--- src/shared/ctl_chan_pkg.sv ---
/*
 * Constants for the control channel error check block: register indexes,
 * field positions, reset values, injected error codes and bus states.
 * Assumes a 32-bit AHB-Lite register bus with one register per word.
 */
package ctl_chan_pkg;
    // ****************************************
    // register indexes (byte address is index times four)
    // ****************************************
    localparam logic [7:0] IDX_STATUS     = 8'h6d;
    localparam logic [7:0] IDX_CONFIG     = 8'h6e;
    localparam logic [7:0] IDX_FAULT      = 8'h6f;
    localparam logic [7:0] IDX_REMOTE_ONE = 8'h70;
    localparam logic [7:0] IDX_REMOTE_TWO = 8'h71;
    localparam logic [7:0] IDX_ALIAS_ONE  = 8'h77;
    localparam logic [7:0] IDX_IRQ_STATUS = 8'h78;
    localparam logic [7:0] IDX_IRQ_MASK   = 8'h79;
    // ****************************************
    // fields and reset values
    // ****************************************
    localparam int unsigned CFG_ENH_BIT     = 0;
    localparam int unsigned CFG_CHK_BIT     = 1;
    localparam int unsigned CFG_EARLY_BIT   = 2;
    localparam int unsigned CFG_TERM_BIT    = 4;
    localparam logic [7:0]  CFG_RESET       = 8'h20;
    localparam logic [7:0]  CFG_WMASK       = 8'h3f;
    localparam int unsigned FAULT_FORCE_BIT = 6;
    localparam logic [5:0]  FAULT_RESET     = 6'h00;
    localparam logic [6:0]  ADDR_RESET      = 7'h00;
    localparam int unsigned STATUS_RESP_BIT = 0;
    localparam int unsigned IRQ_W           = 4;
    localparam int unsigned IRQ_MISMATCH    = 0;
    localparam int unsigned IRQ_CRC         = 1;
    localparam int unsigned IRQ_ABORT       = 2;
    localparam int unsigned IRQ_INJECT      = 3;
    localparam int unsigned SEQ_W_DEF       = 4;
    localparam int unsigned NUM_FRAMES      = 8;
    // ****************************************
    // injected error codes
    // ****************************************
    localparam logic [2:0] ERR_NONE      = 3'h0;
    localparam logic [2:0] ERR_CRC       = 3'h1;
    localparam logic [2:0] ERR_SEQ       = 3'h2;
    localparam logic [2:0] ERR_DROP      = 3'h3;
    localparam logic [2:0] ERR_DATA_RAND = 3'h4;
    localparam logic [2:0] ERR_DATA_BIT0 = 3'h5;
    localparam logic [2:0] LFSR_SEED     = 3'h1;

    typedef enum logic [1:0] {BUS_IDLE, BUS_WRITE, BUS_READ_WAIT, BUS_READ_DONE} bus_state_e;
endpackage

--- src/shared/inject_if.sv ---
/*
 * Carrier between the register/response logic and the frame injector.
 * Assumes both ends share one clock.
 */
`timescale 1ns/10ps
`default_nettype none
interface inject_if #(parameter int unsigned SEQ_W = 4);
    logic             arm;
    logic [2:0]       err_type;
    logic [2:0]       frame_idx;
    logic             in_valid;
    logic             in_ready;
    logic             in_first;
    logic [7:0]       in_data;
    logic             out_valid;
    logic             out_ready;
    logic             out_first;
    logic             out_crc_bad;
    logic [7:0]       out_data;
    logic [SEQ_W-1:0] out_seq;
    logic             done;
    logic             armed;

    modport ctrl (output arm, err_type, frame_idx, in_valid, in_first, in_data, out_ready,
                  input in_ready, out_valid, out_first, out_crc_bad, out_data, out_seq, done, armed);
    modport inj  (input arm, err_type, frame_idx, in_valid, in_first, in_data, out_ready,
                  output in_ready, out_valid, out_first, out_crc_bad, out_data, out_seq, done, armed);
endinterface
`default_nettype wire

--- src/design/frame_injector.sv ---
/*
 * Forward frame stage: numbers each control byte and, once per arming,
 * corrupts the selected byte of a transfer in the selected way.
 * Assumes the controller pulses arm for one cycle per request.
 */
`timescale 1ns/10ps
`default_nettype none
module frame_injector #(
    parameter int unsigned SEQ_W = 4
) (
    // clock and reset
    input  wire logic clock,
    input  wire logic rst_n,
    // injection channel
    inject_if.inj     link
);
    import ctl_chan_pkg::*;

    generate
        if (SEQ_W < 2) begin : g_bad_seq
            $error("SEQ_W must be at least 2");
        end
    endgenerate

    typedef struct packed {
        logic             armed;
        logic [3:0]       cnt;
        logic [SEQ_W-1:0] seq;
        logic [2:0]       lfsr;
        logic             ov;
        logic             ofirst;
        logic             ocrc;
        logic [7:0]       odata;
        logic [SEQ_W-1:0] oseq;
        logic             done;
    } inj_state_s;

    inj_state_s st;
    inj_state_s nxt;
    logic       acc;
    logic [3:0] idx;
    logic       hit;

    // ****************************************
    // frame selection
    // ****************************************
    assign link.in_ready = !st.ov || link.out_ready;
    assign acc = link.in_valid && link.in_ready;
    assign idx = link.in_first ? 4'h0 : st.cnt;
    assign hit = acc && st.armed && (idx == {1'b0, link.frame_idx});

    always_comb begin
        nxt = st;
        nxt.done = hit;
        nxt.lfsr = {st.lfsr[1:0], st.lfsr[2] ^ st.lfsr[1]};
        if (link.arm) begin
            nxt.armed = 1'b1;
        end else if (hit) begin
            nxt.armed = 1'b0;
        end
        if (acc) begin
            nxt.cnt = (idx >= 4'(NUM_FRAMES)) ? 4'(NUM_FRAMES) : idx + 4'h1;
            nxt.seq = st.seq + SEQ_W'(1);
            nxt.ov = 1'b1;
            nxt.ofirst = link.in_first;
            nxt.ocrc = 1'b0;
            nxt.odata = link.in_data;
            nxt.oseq = st.seq;
            if (hit) begin
                case (link.err_type)
                    ERR_CRC: nxt.ocrc = 1'b1;
                    ERR_SEQ: begin
                        nxt.oseq = st.seq + SEQ_W'(1);
                        nxt.seq = st.seq + SEQ_W'(2);
                    end
                    ERR_DROP: nxt.ov = 1'b0;
                    ERR_DATA_RAND: nxt.odata = link.in_data ^ (8'h01 << st.lfsr);
                    ERR_DATA_BIT0: nxt.odata = link.in_data ^ 8'h01;
                    default: nxt.ocrc = 1'b0;
                endcase
            end
        end else if (link.out_ready) begin
            nxt.ov = 1'b0;
        end
    end

    always_ff @(posedge clock) begin
        if (!rst_n) begin
            st <= '0;
            st.lfsr <= LFSR_SEED;
        end else begin
            st <= nxt;
        end
    end

    assign link.out_valid = st.ov;
    assign link.out_first = st.ofirst;
    assign link.out_crc_bad = st.ocrc;
    assign link.out_data = st.odata;
    assign link.out_seq = st.oseq;
    assign link.done = st.done;
    assign link.armed = st.armed;
endmodule
`default_nettype wire

--- src/design/ctl_chan_check.sv ---
/*
 * Control channel error check: AHB-Lite registers, returned-data check,
 * early remote read acknowledge, target address remap, abort on errors
 * and forward frame fault injection through frame_injector.
 * Assumes the local I2C side presents bytes with a first-byte mark and the
 * remote side returns one response per forwarded byte.
 */
`timescale 1ns/10ps
`default_nettype none
module ctl_chan_check #(
    parameter int unsigned SEQ_W = ctl_chan_pkg::SEQ_W_DEF
) (
    // clock and reset
    input  wire logic             clock,
    input  wire logic             rst_n,
    // ahb-lite slave
    input  wire logic             hsel,
    input  wire logic [31:0]      haddr,
    input  wire logic [1:0]       htrans,
    input  wire logic             hwrite,
    input  wire logic [2:0]       hsize,
    input  wire logic [31:0]      hwdata,
    input  wire logic             hready,
    output logic                  hreadyout,
    output logic                  hresp,
    output logic [31:0]           hrdata,
    // local i2c byte stream
    input  wire logic             loc_valid,
    output logic                  loc_ready,
    input  wire logic             loc_first,
    input  wire logic [7:0]       loc_data,
    output logic                  loc_ack_valid,
    output logic                  loc_ack,
    // forward frames
    output logic                  fwd_valid,
    input  wire logic             fwd_ready,
    output logic                  fwd_first,
    output logic [7:0]            fwd_data,
    output logic [SEQ_W-1:0]      fwd_seq,
    output logic                  fwd_crc_bad,
    // back channel responses
    input  wire logic             bk_valid,
    input  wire logic             bk_ack,
    input  wire logic [7:0]       bk_data,
    input  wire logic             bk_crc_err,
    // status
    output logic                  link_abort,
    output logic                  irq
);
    import ctl_chan_pkg::*;

    typedef struct packed {
        bus_state_e   bus;
        logic [7:0]   idx;
        logic         mapped;
        logic [31:0]  rdata;
        logic [7:0]   cfg;
        logic [5:0]   fault;
        logic [6:0]   remote_one;
        logic [6:0]   remote_two;
        logic [6:0]   alias_one;
        logic         resp_flag;
        logic [IRQ_W-1:0] irq_st;
        logic [IRQ_W-1:0] irq_mask;
        logic         cmp_pending;
        logic [7:0]   cmp_data;
        logic         swallow;
        logic         ack_valid;
        logic         ack;
        logic         abort;
        logic         arm;
    } state_s;

    state_s           st;
    state_s           nxt;
    logic             acc_addr;
    logic             wr_now;
    logic             loc_acc;
    logic             remap_hit;
    logic             read_start;
    logic             mismatch;
    logic             crc_abort;
    logic             mis_abort;
    logic             enh;
    logic             chk_en;
    logic             early_en;
    logic [7:0]       fwd_byte;
    logic [IRQ_W-1:0] ev;
    logic [IRQ_W-1:0] w1c;

    inject_if #(.SEQ_W(SEQ_W)) link_if ();

    frame_injector #(.SEQ_W(SEQ_W)) u_inj (
        .clock (clock),
        .rst_n (rst_n),
        .link  (link_if)
    );

    // ****************************************
    // register read mux
    // ****************************************
    function automatic logic [7:0] read_reg(input state_s s);
        logic [7:0] v;
        v = 8'h00;
        if (!s.mapped) begin
            v = 8'h00;
        end else if (s.idx == IDX_STATUS) begin
            v = {7'h00, s.resp_flag};
        end else if (s.idx == IDX_CONFIG) begin
            v = s.cfg;
        end else if (s.idx == IDX_FAULT) begin
            v = {2'h0, s.fault};
        end else if (s.idx == IDX_REMOTE_ONE) begin
            v = {s.remote_one, 1'b0};
        end else if (s.idx == IDX_REMOTE_TWO) begin
            v = {s.remote_two, 1'b0};
        end else if (s.idx == IDX_ALIAS_ONE) begin
            v = {s.alias_one, 1'b0};
        end else if (s.idx == IDX_IRQ_STATUS) begin
            v = {4'h0, s.irq_st};
        end else if (s.idx == IDX_IRQ_MASK) begin
            v = {4'h0, s.irq_mask};
        end
        return v;
    endfunction

    // ****************************************
    // link side decode
    // ****************************************
    assign enh = st.cfg[CFG_ENH_BIT];
    assign chk_en = st.cfg[CFG_CHK_BIT];
    assign early_en = st.cfg[CFG_EARLY_BIT];
    assign acc_addr = hsel && hready && htrans[1];
    assign wr_now = (st.bus == BUS_WRITE) && st.mapped;
    assign loc_acc = loc_valid && link_if.in_ready;
    assign remap_hit = loc_first && (loc_data[7:1] == st.alias_one);
    assign fwd_byte = remap_hit ? {st.remote_one, loc_data[0]} : loc_data;
    assign read_start = loc_acc && loc_first && loc_data[0];
    assign mismatch = bk_valid && !bk_crc_err && st.cmp_pending && (bk_data != st.cmp_data);
    assign crc_abort = bk_valid && bk_crc_err && enh && st.cfg[CFG_TERM_BIT];
    assign mis_abort = mismatch && enh;
    assign w1c = (wr_now && st.idx == IDX_IRQ_STATUS) ? hwdata[IRQ_W-1:0] : '0;
    assign ev = {link_if.done, crc_abort || mis_abort, bk_valid && bk_crc_err, mismatch};

    // ****************************************
    // next state
    // ****************************************
    always_comb begin
        nxt = st;
        nxt.arm = 1'b0;
        nxt.ack_valid = 1'b0;
        nxt.abort = 1'b0;
        if (wr_now) begin
            if (st.idx == IDX_CONFIG) begin
                nxt.cfg = hwdata[7:0] & CFG_WMASK;
            end else if (st.idx == IDX_FAULT) begin
                nxt.fault = hwdata[5:0];
                nxt.arm = hwdata[FAULT_FORCE_BIT];
            end else if (st.idx == IDX_REMOTE_ONE) begin
                nxt.remote_one = hwdata[7:1];
            end else if (st.idx == IDX_REMOTE_TWO) begin
                nxt.remote_two = hwdata[7:1];
            end else if (st.idx == IDX_ALIAS_ONE) begin
                nxt.alias_one = hwdata[7:1];
            end else if (st.idx == IDX_IRQ_MASK) begin
                nxt.irq_mask = hwdata[IRQ_W-1:0];
            end
        end
        if (st.bus == BUS_READ_WAIT) begin
            nxt.rdata = {24'h000000, read_reg(st)};
            if (st.mapped && st.idx == IDX_STATUS) begin
                nxt.resp_flag = 1'b0;
            end
            nxt.bus = BUS_READ_DONE;
        end else if (acc_addr) begin
            nxt.idx = haddr[9:2];
            nxt.mapped = (haddr[31:10] == 22'h000000) && (haddr[1:0] == 2'h0);
            nxt.bus = hwrite ? BUS_WRITE : BUS_READ_WAIT;
        end else begin
            nxt.bus = BUS_IDLE;
        end
        // set wins over read and write-one clears
        if (mismatch) begin
            nxt.resp_flag = 1'b1;
        end
        nxt.irq_st = (st.irq_st & ~w1c) | ev;
        if (bk_valid) begin
            nxt.cmp_pending = 1'b0;
            if (!bk_crc_err) begin
                if (st.swallow) begin
                    nxt.swallow = 1'b0;
                end else begin
                    nxt.ack_valid = 1'b1;
                    nxt.ack = bk_ack && !(chk_en && mismatch);
                end
            end
        end
        if (crc_abort || mis_abort) begin
            nxt.abort = 1'b1;
            nxt.cmp_pending = 1'b0;
            nxt.swallow = 1'b0;
        end
        if (loc_acc) begin
            nxt.cmp_data = fwd_byte;
            nxt.cmp_pending = 1'b1;
            if (read_start && early_en) begin
                nxt.ack_valid = 1'b1;
                nxt.ack = 1'b1;
                nxt.swallow = 1'b1;
            end
        end
    end

    always_ff @(posedge clock) begin
        if (!rst_n) begin
            st <= '0;
            st.bus <= BUS_IDLE;
            st.cfg <= CFG_RESET;
            st.fault <= FAULT_RESET;
            st.remote_one <= ADDR_RESET;
            st.remote_two <= ADDR_RESET;
            st.alias_one <= ADDR_RESET;
        end else begin
            st <= nxt;
        end
    end

    // ****************************************
    // outputs
    // ****************************************
    assign hreadyout = (st.bus != BUS_READ_WAIT);
    assign hresp = 1'b0;
    assign hrdata = st.rdata;
    assign link_if.arm = st.arm;
    assign link_if.err_type = st.fault[5:3];
    assign link_if.frame_idx = st.fault[2:0];
    assign link_if.in_valid = loc_valid;
    assign link_if.in_first = loc_first;
    assign link_if.in_data = fwd_byte;
    assign link_if.out_ready = fwd_ready;
    assign loc_ready = link_if.in_ready;
    assign loc_ack_valid = st.ack_valid;
    assign loc_ack = st.ack;
    assign fwd_valid = link_if.out_valid;
    assign fwd_first = link_if.out_first;
    assign fwd_data = link_if.out_data;
    assign fwd_seq = link_if.out_seq;
    assign fwd_crc_bad = link_if.out_crc_bad;
    assign link_abort = st.abort;
    assign irq = |(st.irq_st & st.irq_mask);
endmodule
`default_nettype wire

--- config.mk ---
export PLATFORM = sky130hd
export DESIGN_NAME = ctl_chan_check
export DESIGN_NICKNAME = d
export VERILOG_FILES = /design/src/shared/ctl_chan_pkg.sv /design/src/shared/inject_if.sv /design/src/design/frame_injector.sv /design/src/design/ctl_chan_check.sv
export SDC_FILE = /design/constraint.sdc
export NUM_CORES = 1
export LEC_CHECK = 0
export ABC_CLOCK_PERIOD_IN_PS = 3500
export BUFFER_PORTS_ARGS = -buffer_cell sky130_fd_sc_hd__buf_2
export CORE_ASPECT_RATIO = 1.5
export CORE_MARGIN = 5
export CORE_UTILIZATION = 45
export CTS_CLUSTER_DIAMETER = 60
export DETAILED_ROUTE_END_ITERATION = 12
export PLACE_DENSITY = 0.78
export SLEW_MARGIN = 10
export SYNTH_ARGS = -nofsm -noshare
export SYNTH_HDL_FRONTEND = slang
export SYNTH_SLANG_ARGS = --single-unit
export TNS_END_PERCENT = 10
--- constraint.sdc ---
create_clock -name clock -period 3.5 [get_ports clock]
set_input_delay 0.175 -clock clock [delete_from_list [all_inputs] [get_ports clock]]
set_output_delay 0.175 -clock clock [all_outputs]
set_load 0.01 [all_outputs]
Word-level counts from Yosys, hierarchy flattened
Index checks and enable logic that the tools add are counted.
{"block": "totals", "regBits": 103, "input_bits": 96, "output_inout_bits": 54, "wordCells": 152}
{"block": "op_classes", "n_addsub": 3, "n_lt_le_gt_ge": 1, "eq_ne": 19, "shift": 1, "muxes": 40, "n_bitwise": 15, "n_reduce_logical": 44}
{"cell": "$eq A8 B7 Y1 const B", "n": 8}
{"cell": "$mux W8", "n": 8}
{"cell": "$mux W4", "n": 8}
{"cell": "$logic_and A1 B1 Y1", "n": 22}
{"cell": "$logic_not A22 Y1", "n": 1}
{"cell": "$pmux W8 S2", "n": 1}
{"cell": "$mux W1", "n": 14}
{"cell": "$mux W13", "n": 1}
{"cell": "$mux W12", "n": 1}
{"cell": "$mux W3", "n": 3}
{"cell": "$not A1 Y1", "n": 9}
{"cell": "$add A4 B1 Y4 const B", "n": 2}
{"cell": "$and A4 B4 Y4", "n": 2}
{"cell": "$mux W2", "n": 4}
{"cell": "$ne A8 B8 Y1", "n": 1}
{"cell": "$reduce_bool A2 Y1", "n": 4}
{"cell": "$reduce_or A4 Y1", "n": 2}
{"cell": "$shl A1 B3 Y8 const A", "n": 1}
{"cell": "$xor A8 B8 Y8", "n": 1}
{"cell": "$eq A7 B7 Y1", "n": 1}
{"cell": "$reduce_and A7 Y1", "n": 1}
{"cell": "$eq A3 B2 Y1 const B", "n": 2}
{"cell": "$eq A3 B3 Y1 const B", "n": 2}
{"cell": "$reduce_and A2 Y1", "n": 3}
{"cell": "other kinds (18)", "n": 21}

Depth between registers and ports, before layout
Gate-level depths: netlist of the first run.
{"block": "logic_depth", "ltp_word": 13, "ltp_mapped": 8, "depth_no_buf": 7}

Cells and area by module
From an unflattened synthesis of the first run, not the netlist that was laid out.
{"block": "unflattened", "cells_unflattened": 690, "area_unflattened_um2": 5601.6}
{"module": "ctl_chan_check", "n_inst": 1, "cells_each": 465, "area_each_um2": 3851.2, "seq_area_each_um2": 1501.4}
{"module": "frame_injector", "n_inst": 1, "cells_each": 225, "area_each_um2": 1750.4, "seq_area_each_um2": 560.5}

Worst setup path before layout of the first run
OpenSTA, ideal clock, no wires.
{"block": "synth_path", "kind": "register -> register", "start": "register u_inj.st[24] (netlist name)", "end": "register u_inj.st[21] (netlist name)", "setup_ps": 125, "t_arrival_ps": 1696, "t_required_ps": 3375, "slack_ps": 1679, "stages_incl_launch_ff": 7, "path_buffers": 0, "synth_period_minus_slack_ps": 1821, "path_cell_list": "dfxtp_1 and2b_1 o211ai_4 a2111oi_4 mux2_4 a22oi_1 nor2_2"}
{"block": "synth_via", "elab_chain_len": 4}
{"element": "from (decl)", "line_no": "frame_injector.sv:38", "text": "inj_state_s st;"}
{"element": "from (signal assigned)", "line_no": "frame_injector.sv:92", "text": "st <= nxt;"}
{"element": "$mux W4", "line_no": "frame_injector.sv:49", "text": "assign idx = link.in_first ? 4'h0 : st.cnt;"}
{"element": "$eq A4 B3 Y1", "line_no": "frame_injector.sv:50", "text": "assign hit = acc && st.armed && (idx == {1'b0, link.frame_idx});"}
{"element": "$logic_and A1 B1 Y1", "line_no": "frame_injector.sv:50"}
{"element": "$mux W4", "line_no": "frame_injector.sv:69", "text": "if (hit) begin"}
No other way between the ends.
A chain may end at the register's enable or synchronous reset.

Worst setup path after layout of the first run
{"block": "layout_path", "start": "register st[91] (netlist name)", "end": "register st[33] (netlist name)"}
{"block": "layout_via", "elab_chain_len": 3, "word_cells_on_any_way": 8, "cone_classes": "eq/ne: 4; bitwise: 3; reduce/logical: 1"}
{"element": "from (decl)", "line_no": "ctl_chan_check.sv:74", "text": "state_s st;"}
{"element": "from (signal assigned)", "line_no": "ctl_chan_check.sv:224", "text": "st <= nxt;"}
{"element": "$eq A8 B7 Y1, on equally long branches", "line_no": "ctl_chan_check.sv:159, ctl_chan_check.sv:154, ctl_chan_check.sv:156"}
{"element": "$not A1 Y1 (no source line)"}
{"element": "$reduce_and A5 Y1 (no source line) *"}
Mark *: on every way between the ends. The rest lies on a longest branch, timed or not.

==> reports/metrics.yaml, run 1 <==
dr_wl_met3_um: 783
vias: 4535
core_sq_mm: 0.01159
synth_edf_count: 0
crit_start: "st[91]"
path_clk_slew_ns: 0.07
timing.slew.headroom: 0.4566
rsz0062_at_grt: "false"
cp_max_fo: 22
drv_slew: 0
grtUsageTotal: 0.1903
ff2ff_path_depth: 5
num_io_pins: 150
clockBufferDepth: 2
area_growth_pct: 12.18
synthSimpleGateAreaFrac: 0.2224
cp_data_arrival_time_ns: 2.50
rows: 48
drc: 0
async_reset_ff_frac: 0
drive_gt1_frac: 0.1957
post_cts_resize_count: 0
yosysMostFrequentCell: "dfxtp_1"
p_leak_nw: 2.317
critical_path_class: "reg2reg"
h-tree-depth: 3
worstPathRequired_ns: 3.73
holdPathEnd: "st[96]"
synth_mux_area_frac: 0.08752
cts_hold_buf: 0
drt_pass1_iterations: 7
cts_buffers: 9
die-area_sq_mm: 0.01417
synthesis.area_sq_mm: 0.005333
hp-start: "haddr[7]"
tritoncts: "yes"
die_x_um: 98.88
synthAdderAreaFrac: 0.009385
root_buffer: "clkbuf_16"
worst_pin_slew_ns: 0.8140
synth.avg_cell_area_sq_um: 8.519
grt_max_degree: 34
ys_ff_latch: 103
setup_violations: 0
start_kind: "flip-flop"
final_nets: 790
m1WireLength_mm: 5.100
viasPerCell: 5.367
ys.warnings.count: 0
synth_flop_cell: "dfxtp_1"
r2r-start: "st[91]"
cts_setup_buffers: 0
drtIter0Drc: 291
antenna_cells: 0
worstSetupEndpointType: "flip-flop"
yosysSeqAreaShare: 0.3867
portBuffers: 96
holdCritPathClass: "in2reg"
final.setup.tns_ns: 0
max_cap_viol_count: 0
grt_pass1_vias: 4602
synth_top_family_by_area: "simple AND/OR/NAND/NOR gates"
synth_common_cells: "103 x dfxtp_1, 75 x nand2_1, 74 x nor2_1, 49 x a21oi_1, 45 x buf_4"
dp.cells: 829
ant_nets: 0
hold_viol: 0
clkLatencyLatePin_ns: 0.35
worst_clock_skew_ns: 0.007727
antenna_found_initial: 0
synth_compound_area_frac: 0.1572
instances_no_fill: 845
wl_mm: 13.00
synth_xor_area_frac: 0.04435
grt_pass1_wl_mm: 21.98
routedWlPerCell_um: 15.39
dr_wl_met2_mm: 6.851
period_minus_slack_ns: 2.267
hpwlAfterDp_mm: 9.853
top_layer: "met4"
grt_overflow_total: 0
clock.fmax_ghz: 0.4411
peakVddDrop_mv: 0.2024
gp_congestion: 0.9266
yosysUniqueCellTypes: 66
power_density_mw_per_mm2: 417.6
syn_inst: 626
hold_depth: 3
synth_area_leaders: "dfxtp_1 39%, mux2i_1 8.3%, buf_4 6.3%"
synth_top_area_cell: "dfxtp_1"
fin_crit_sh: 0.6477
die_y_um: 143.3
cts.sinks: 103
r2r-end: "st[33]"
outcome: "completed"
reg2reg_slack_ns: 1.23
synth_top_area_frac: 0.3867
start_util: 0.4601
[power breakdown]
| part | switching (mW) | leakage (nW) | total [mW] | internal, mW |
|---|---|---|---|---|
| logic | 0.141 | 1.33 | 0.232 | 0.0907 |
| registers | 0.0294 | 0.837 | 1.23 | 1.20 |
| clock network | 0.442 | 0.152 | 1.03 | 0.592 |
[kinds of logic after synthesis]
family / after synthesis
flip-flops: 103
multiplexers: 46
adder cells (fa/ha/maj): 4
other: 1
buffers and inverters: 82
AO/OA/AOI/OAI: 129
XOR/XNOR: 27
AND/OR/NAND/NOR: 234
[worst max-delay path by stage]
stage                              end  slack, ns
after detailed placement        st[53]       1.30
after CTS                       st[33]       1.27
after global routing         hrdata[2]       1.07
after global placement          st[30]       1.29
final                           st[33]       1.23
after floorplan           u_inj.st[21]       1.68
[flip-flops by register name, summed over array words and instances, names as in the netlist, 2 cells and up]
| signal | count |
|---|---|
| u_inj.st | 9 |
| u_inj.nxt | 2 |
| link_if.err_type | 3 |
| u_inj.link.out_data | 8 |
| u_inj.link.out_seq | 4 |
| hrdata | 8 |
| link_if.frame_idx | 3 |
| st | 54 |
[worst max-delay path, stage by stage, from the launching register on]
cell and delay, ns:
dfxtp_1 0.85, nand2b_1 0.27, or3_1 0.45, nor2_4 0.27
mux2i_1 0.26, nor2_1 0.05
[final cells by class]
type                            instances  area, sq um
Clock buffer                           11        252.7
Sequential cell                       103         2062
Tap cell                              150        187.7
Timing Repair Buffer                  100        510.5
Multi-Input combinational cell        465         2872
Inverter                               11        41.29
Clock inverter                          5        56.30
Fill cell                            1094         5609
[routing by layer]
metal / track usage / vias up
met5: 0 / -
met4: 0.07266 / 0
met3: 0.02768 / 24
met2: 0.3488 / 164
met1: 0.2219 / 2084
li1: - / 2263
[through the flow]
step | hold WS (ns) | instance area, sq um | setup slack, ns | utilization | power (mW)
after floorplan | 0.3110 | 5423 | 1.679 | - | 1.424
after global placement | 0.4168 | 5673 | 1.292 | 0.4894 | 1.486
after detailed placement | 0.4192 | 5673 | 1.297 | 0.4894 | 1.491
after CTS | 0.05391 | 5982 | 1.268 | 0.5161 | 2.511
after global routing | 0.07840 | 5982 | 1.067 | 0.5161 | 2.600
final | 0.05856 | 5982 | 1.233 | 0.5161 | 2.498
[layout by cell type, fill, tap and decap left out, types with 2 or more instances in the layout]
| master | count |
|---|---|
| buf_4 | 4 |
| a221oi_1 | 3 |
| inv_1 | 10 |
| nand3b_1 | 2 |
| nor3_4 | 4 |
| o2bb2ai_1 | 3 |
| clkbuf_16 | 9 |
| and2_1 | 5 |
| nor3b_1 | 2 |
| conb_1 | 25 |
| mux2i_1 | 44 |
| a22o_1 | 5 |
| nand4_1 | 8 |
| a22oi_1 | 10 |
| dfxtp_1 | 103 |
| nand3_1 | 14 |
| ha_1 | 4 |
| nand2_1 | 75 |
| o21ai_0 | 30 |
| xnor2_1 | 24 |
| or3_1 | 4 |
| and3_1 | 3 |
| nor2_1 | 74 |
| o211ai_1 | 4 |
| a31oi_1 | 2 |
| nor2_2 | 2 |
| nor4b_1 | 2 |
| nor4_1 | 6 |
| buf_2 | 96 |
| nand4b_1 | 2 |
| xor2_1 | 3 |
| nor3_1 | 8 |
| clkbuf_8 | 2 |
| clkinv_2 | 2 |
| a211oi_1 | 8 |
| a32oi_1 | 3 |
| nor2b_1 | 3 |
| nand2b_1 | 7 |
| a21oi_1 | 49 |
No activity file was read; power rests on OpenSTA's default activity.
==> run 2, diff against run 1 <==
--- a/config.mk
+++ b/config.mk
@@ -5,14 +5,14 @@
 export SDC_FILE = /design/constraint.sdc
 export NUM_CORES = 1
 export LEC_CHECK = 0
-export ABC_CLOCK_PERIOD_IN_PS = 3500
+export ABC_CLOCK_PERIOD_IN_PS = 2040
 export BUFFER_PORTS_ARGS = -buffer_cell sky130_fd_sc_hd__buf_2
 export CORE_ASPECT_RATIO = 1.5
 export CORE_MARGIN = 5
 export CORE_UTILIZATION = 45
 export CTS_CLUSTER_DIAMETER = 60
 export DETAILED_ROUTE_END_ITERATION = 12
-export PLACE_DENSITY = 0.78
+export PLACE_DENSITY = 0.81
 export SLEW_MARGIN = 10
 export SYNTH_ARGS = -nofsm -noshare
 export SYNTH_HDL_FRONTEND = slang
==> constraint.sdc (replaced) <==
create_clock -name clock -period 2.04 [get_ports clock]
set_input_delay 0.102 -clock clock [delete_from_list [all_inputs] [get_ports clock]]
set_output_delay 0.102 -clock clock [all_outputs]
set_load 0.01 [all_outputs]
==> run 2 against run 1 <==
Net effect:
- via count increased by 4.4%
- final area up 5.5%
- non-clock buffer count grew 35
==> reports/metrics.yaml, run 2 (synthesis gave the netlist of run 1 again) <==
holdCritPathClass: "in2reg"
vias: 4736  # +4.4%
drt_pass1_iterations: 5  # -2
start_kind: "flip-flop"
cts_buffers: 9  # unchanged
viasPerCell: 5.382  # +0.28%
portBuffers: 96  # unchanged
drtIter0Drc: 330  # +13%
instances_no_fill: 880  # +4.1%
timing.slew.headroom: 0.6392  # +0.1826
drive_gt1_frac: 0.2247  # +0.02897
die_x_um: 98.88  # unchanged
grt_pass1_vias: 4619  # +0.37%
worstSetupEndpointType: "flip-flop"
path_clk_slew_ns: 0.06  # about the same
period_minus_slack_ns: 1.958  # -0.3091 ns
hpwlAfterDp_mm: 10.25  # +4.0%
drc: 0  # unchanged
clockBufferDepth: 2  # unchanged
grtUsageTotal: 0.1923  # +0.002011
power_density_mw_per_mm2: 696.9  # +67%
ant_nets: 0  # unchanged
final_nets: 825  # +4.4%
outcome: "completed"
area_growth_pct: 18.37
die-area_sq_mm: 0.01417  # unchanged
peakVddDrop_mv: 0.3711  # +83%
rows: 48  # unchanged
path_cells: "nand2_1, or4_1, nor3_4, mux2i_1, nor2_1"
start_util: 0.4601  # unchanged
top_register: "st"
num_io_pins: 150  # unchanged
top_regs: "st: 54 flops, u_inj.st: 9 flops"
worst_clock_skew_ns: 0.007783  # +0.00005651 ns
largest_register_ffs: 54  # unchanged
cp_data_arrival_time_ns: 2.17  # -0.33 ns
worst_path_largest_cell_delay_ns: 0.64  # -0.21 ns
final_cell_mix: "103 x dfxtp_1, 96 x buf_2, 75 x nand2_1"
routedWlPerCell_um: 15.59  # +1.3%
clock.fmax_ghz: 0.5108  # +16%
rsz0062_at_grt: "true"
tritoncts: "yes"
grt_overflow_total: 0  # unchanged
grt_pass1_wl_mm: 22.09  # +0.50%
fin_crit_sh: 0.9597  # +0.3120
worst_pin_slew_ns: 0.5373  # -0.2767 ns
worstPathRequired_ns: 2.26  # -1.47 ns
gp_congestion: 0.9557  # +3.1%
h-tree-depth: 3  # unchanged
grt_max_degree: 86  # +150%
cp_slowest_cell: "or4_1"
root_buffer: "clkbuf_16"
drv_slew: 0  # unchanged
hold_viol: 0  # unchanged
setup_violations: 0  # unchanged
cp_max_fo: 8  # -64%
antenna_cells: 0  # unchanged
power_mw: 4.399  # +76%
antenna_found_initial: 0  # unchanged
critical_path_class: "reg2reg"
clkLatencyLatePin_ns: 0.34  # about the same
num-fill-cells: 1066  # -2.6%
die_y_um: 143.3  # unchanged
cts.sinks: 103  # unchanged
final_common_cell: "dfxtp_1"
dp.cells: 857  # +3.4%
p_leak_nw: 2.508  # +8.2%
max_cap_viol_count: 0  # unchanged
core_sq_mm: 0.01159  # unchanged
wl_mm: 13.72  # +5.5%
[run 2: changes by cell type in the layout (fill, tap and decap cells not counted), sizes merged]
cell | previous run | this run
buf | 100 | 129
clkinv | 3 | 2
bufinv | 1 | 2
dlygate4sd3 | 0 | 6
[run 2: area by class of cell]
class | count | area (sq um) | share of cell area
Clock buffer | 11 | 242.7 | 0.03845
Clock inverter | 5 | 81.33 | 0.01288
Inverter | 11 | 41.29 | 0.006541
Multi-Input combinational cell | 465 | 2872 | 0.4549
Sequential cell | 103 | 2062 | 0.3267
Tap cell | 150 | 187.7 | 0.02973
Timing Repair Buffer | 135 | 825.8 | 0.1308
[run 2: worst max-delay path, delay by kind of cell, from the launching register on]
family,cells,cell delay [ns]
DFF,1,0.37
muxes,1,0.24
and+or+nand+nor,4,1.23
[run 2: report_power, final]
| group | internal, mW | switching (mW) | leakage (nW) |
|---|---|---|---|
| Sequential | 2.06 | 0.0433 | 0.837 |
| Clock | 1.11 | 0.739 | 0.156 |
| Combinational | 0.184 | 0.259 | 1.51 |
[run 2: metal layers]
layer | routed length [um] | global-route usage | vias to the layer above
met1 | 5316 | 0.2215 | 2201
met2 | 7179 | 0.3513 | 189
met4 | 325 | 0.06835 | 0
li1 | - | - | 2323
met3 | 897 | 0.03740 | 23
met5 | 0 | 0 | -
[run 2: final timing paths]
kind,slack (ns),cells past startpoint,from,endpoint
setup / recovery,0.08,5,st[97],link_if.frame_idx[2]
hold / removal,0.004,3,haddr[5],st[94]
setup reg to reg,0.08,5,st[97],link_if.frame_idx[2]
hold reg to reg,0.44,2,u_inj.link.out_data[2],u_inj.link.out_data[2]
[run 2: metrics by stage]
stage / util / area, sq um / setup WS [ns] / hold slack [ns] / setup TNS [ns]
3_3_place_gp: 0.5097 / 5908 / 0.1516 / 0.3457 / 0
5_1_grt: 0.5446 / 6312 / -0.02152 / 0.003467 / -0.02152
2_1_floorplan: - / 5423 / 0.2191 / 0.2380 / 0
4_1_cts: 0.5429 / 6292 / 0.08854 / 0.0005467 / 0
3_5_place_dp: 0.5097 / 5908 / 0.1025 / 0.3501 / 0
6_report: 0.5446 / 6312 / 0.08226 / 0.004120 / 0
[run 2: what timing repair did]
item / 4_1_cts / 5_1_grt
setup buffers: 0 / 1
setup endpoints to repair: 0 / 3
endpoints found under the hold margin: 6 / 0
hold buffers: 6 / 0
resized for setup: 0 / 0
==> run 3, diff against run 2 <==
--- a/config.mk
+++ b/config.mk
@@ -7,11 +7,13 @@
 export LEC_CHECK = 0
 export ABC_CLOCK_PERIOD_IN_PS = 2040
 export BUFFER_PORTS_ARGS = -buffer_cell sky130_fd_sc_hd__buf_2
+export CAP_MARGIN = 30
 export CORE_ASPECT_RATIO = 1.5
 export CORE_MARGIN = 5
 export CORE_UTILIZATION = 45
 export CTS_CLUSTER_DIAMETER = 60
 export DETAILED_ROUTE_END_ITERATION = 12
+export MAX_ROUTING_LAYER = met4
 export PLACE_DENSITY = 0.81
 export SLEW_MARGIN = 10
 export SYNTH_ARGS = -nofsm -noshare
==> run 3 against run 2 <==
Net effect:
- wire length is 2.0% lower
- utilization shrank 0.58 points
- sequential share of layout area is 0.35 points higher
- fmax grew 2.3%
- worst hold slack better by 0.0056 ns
- critical path depth is 2 higher
- die area stayed put
- sequential power barely moved
- via count decreased by 0.97%
- critical path type unchanged
- largest cell class unchanged
- largest power group unchanged
==> reports/metrics.yaml, run 3 (synthesis gave the netlist of run 1 again) <==
reg2reg_slack_ns: 0.13  # +0.04 ns
rsz0062_at_grt: "false"
power_mw: 4.121  # -6.3%
clkLatencyLatePin_ns: 0.34  # about the same
tritoncts: "yes"
portBuffers: 96  # unchanged
root_buffer: "clkbuf_16"
finalInstanceArea_sq_mm: 0.006245  # -1.1%
worstSetupEndpointType: "flip-flop"
antenna_found_initial: 0  # unchanged
cp_data_arrival_time_ns: 2.12  # -0.05 ns
grt_pass1_wl_mm: 22.08  # about the same
core_sq_mm: 0.01159  # unchanged
clock.fmax_ghz: 0.5226  # +2.3%
cts_buffers: 9  # unchanged
drc: 0  # unchanged
power_density_mw_per_mm2: 659.8  # -5.3%
area_growth_pct: 17.10
clockBufferDepth: 2  # unchanged
holdCritPathClass: "in2reg"
fin_crit_sh: 0.9380  # -0.02165
viasPerCell: 5.330  # -0.97%
final_cell_mix: "103 x dfxtp_1, 96 x buf_2, 75 x nand2_1"
hold_viol: 0  # unchanged
utilization: 0.5388  # -0.005829
max_cap_viol_count: 0  # unchanged
top_regs: "st: 54 flops, u_inj.st: 9 flops"
drt_pass1_iterations: 4  # -1
wl_mm: 13.45  # -2.0%
die_y_um: 143.3  # unchanged
outcome: "completed"
period_minus_slack_ns: 1.914  # -0.04417 ns
grt_overflow_total: 0  # unchanged
final_common_cell: "dfxtp_1"
vias: 4690  # -0.97%
final.setup.tns_ns: 0  # unchanged
rows: 48  # unchanged
worst_pin_slew_ns: 0.5094  # -0.02789 ns
num_io_pins: 150  # unchanged
worstPathRequired_ns: 2.25  # about the same
whs_ns: 0.009692  # +0.005573 ns
drive_gt1_frac: 0.2260  # +0.001370
routedWlPerCell_um: 15.28  # -2.0%
grtUsageTotal: 0.1981  # +0.005857
critical_path_class: "reg2reg"
antenna_cells: 0  # unchanged
timing.slew.headroom: 0.6580  # +0.01873
setup_violations: 0  # unchanged
cts.sinks: 103  # unchanged
h-tree-depth: 3  # unchanged
hpwlAfterDp_mm: 10.40  # +1.4%
path_clk_slew_ns: 0.06  # about the same
placed_cell_area_sq_mm: 0.005911  # about the same
cp_max_fo: 8  # unchanged
final_nets: 827  # +0.24%
drtIter0Drc: 264  # -20%
drv_slew: 0  # unchanged
p_leak_nw: 2.491  # -0.69%
top_register: "st"
ant_nets: 0  # unchanged
grt_pass1_vias: 4551  # -1.5%
peakVddDrop_mv: 0.4027  # +8.5%
worst_clock_skew_ns: 0.007532  # -0.0002518 ns
grt_max_degree: 58  # -33%
start_kind: "flip-flop"
gp_congestion: 0.9654  # +1.0%
largest_register_ffs: 54  # unchanged
die-area_sq_mm: 0.01417  # unchanged
start_util: 0.4601  # unchanged
die_x_um: 98.88  # unchanged
[run 3: cell types whose count changed in the layout (fill, tap and decap cells not counted), sizes merged]
cell	before	now
buf	129	132
bufinv	2	0
clkbuf	11	13
clkinv	2	1
clkinvlp	1	0
dlygate4sd3	6	5
[run 3: stage by stage]
stage,worst slack (ns),cells
final,0.1264,880
after global routing,0.01738,880
after CTS,0.1147,878
after detailed placement,0.1297,859
after global placement,0.1588,859
after floorplan,0.2191,650
[run 3: final cells by class]
class | count | area [sq um]
fillers | 1066 | 5346
multi-input cells | 465 | 2875
flip-flops and latches | 103 | 2062
repair buffers | 137 | 813.3
clock buffers | 13 | 260.3
well taps | 150 | 187.7
inverters | 11 | 41.29
clock inverters | 1 | 5.005
[run 3: critical path, cell delays in order, from the launching register on]
cell and delay, ns:
dfxtp_1 0.32, buf_4 0.16, inv_1 0.18, nand2_1 0.12, or3_1 0.44, nor2_4 0.28, mux2i_1 0.22, nor2_1 0.05
[run 3: worst paths after layout]
path | depth (start not counted) | start | endpoint
min | 3 | haddr[3] | st[92]
max | 7 | st[94] | st[35]
max reg2reg | 7 | st[94] | st[35]
min reg2reg | 2 | link_if.arm | u_inj.link.armed
[run 3: repair_timing]
action	CTS	global route
setup buffers	0	2
endpoints found under the setup margin	0	2
hold buffers	5	0
endpoints found under the hold margin	5	0
resized for setup	0	1
[run 3: report_power, final]
| part | internal (mW) | total, mW | switching, mW |
|---|---|---|---|
| Combinational | 0.180 | 0.437 | 0.257 |
| Sequential | 2.06 | 2.11 | 0.0429 |
| Clock | 0.880 | 1.58 | 0.696 |
[run 3: routing by layer]
layer / track usage / part of all wire / wire length [um] / up-vias
met4: 0.08201 / 0.033 / 442 / 0
li1: - / - / - / 2324
met5: - / 0 / 0 / -
met2: 0.3449 / 0.51 / 6897 / 164
met1: 0.2264 / 0.40 / 5384 / 2166
met3: 0.02963 / 0.054 / 720 / 36
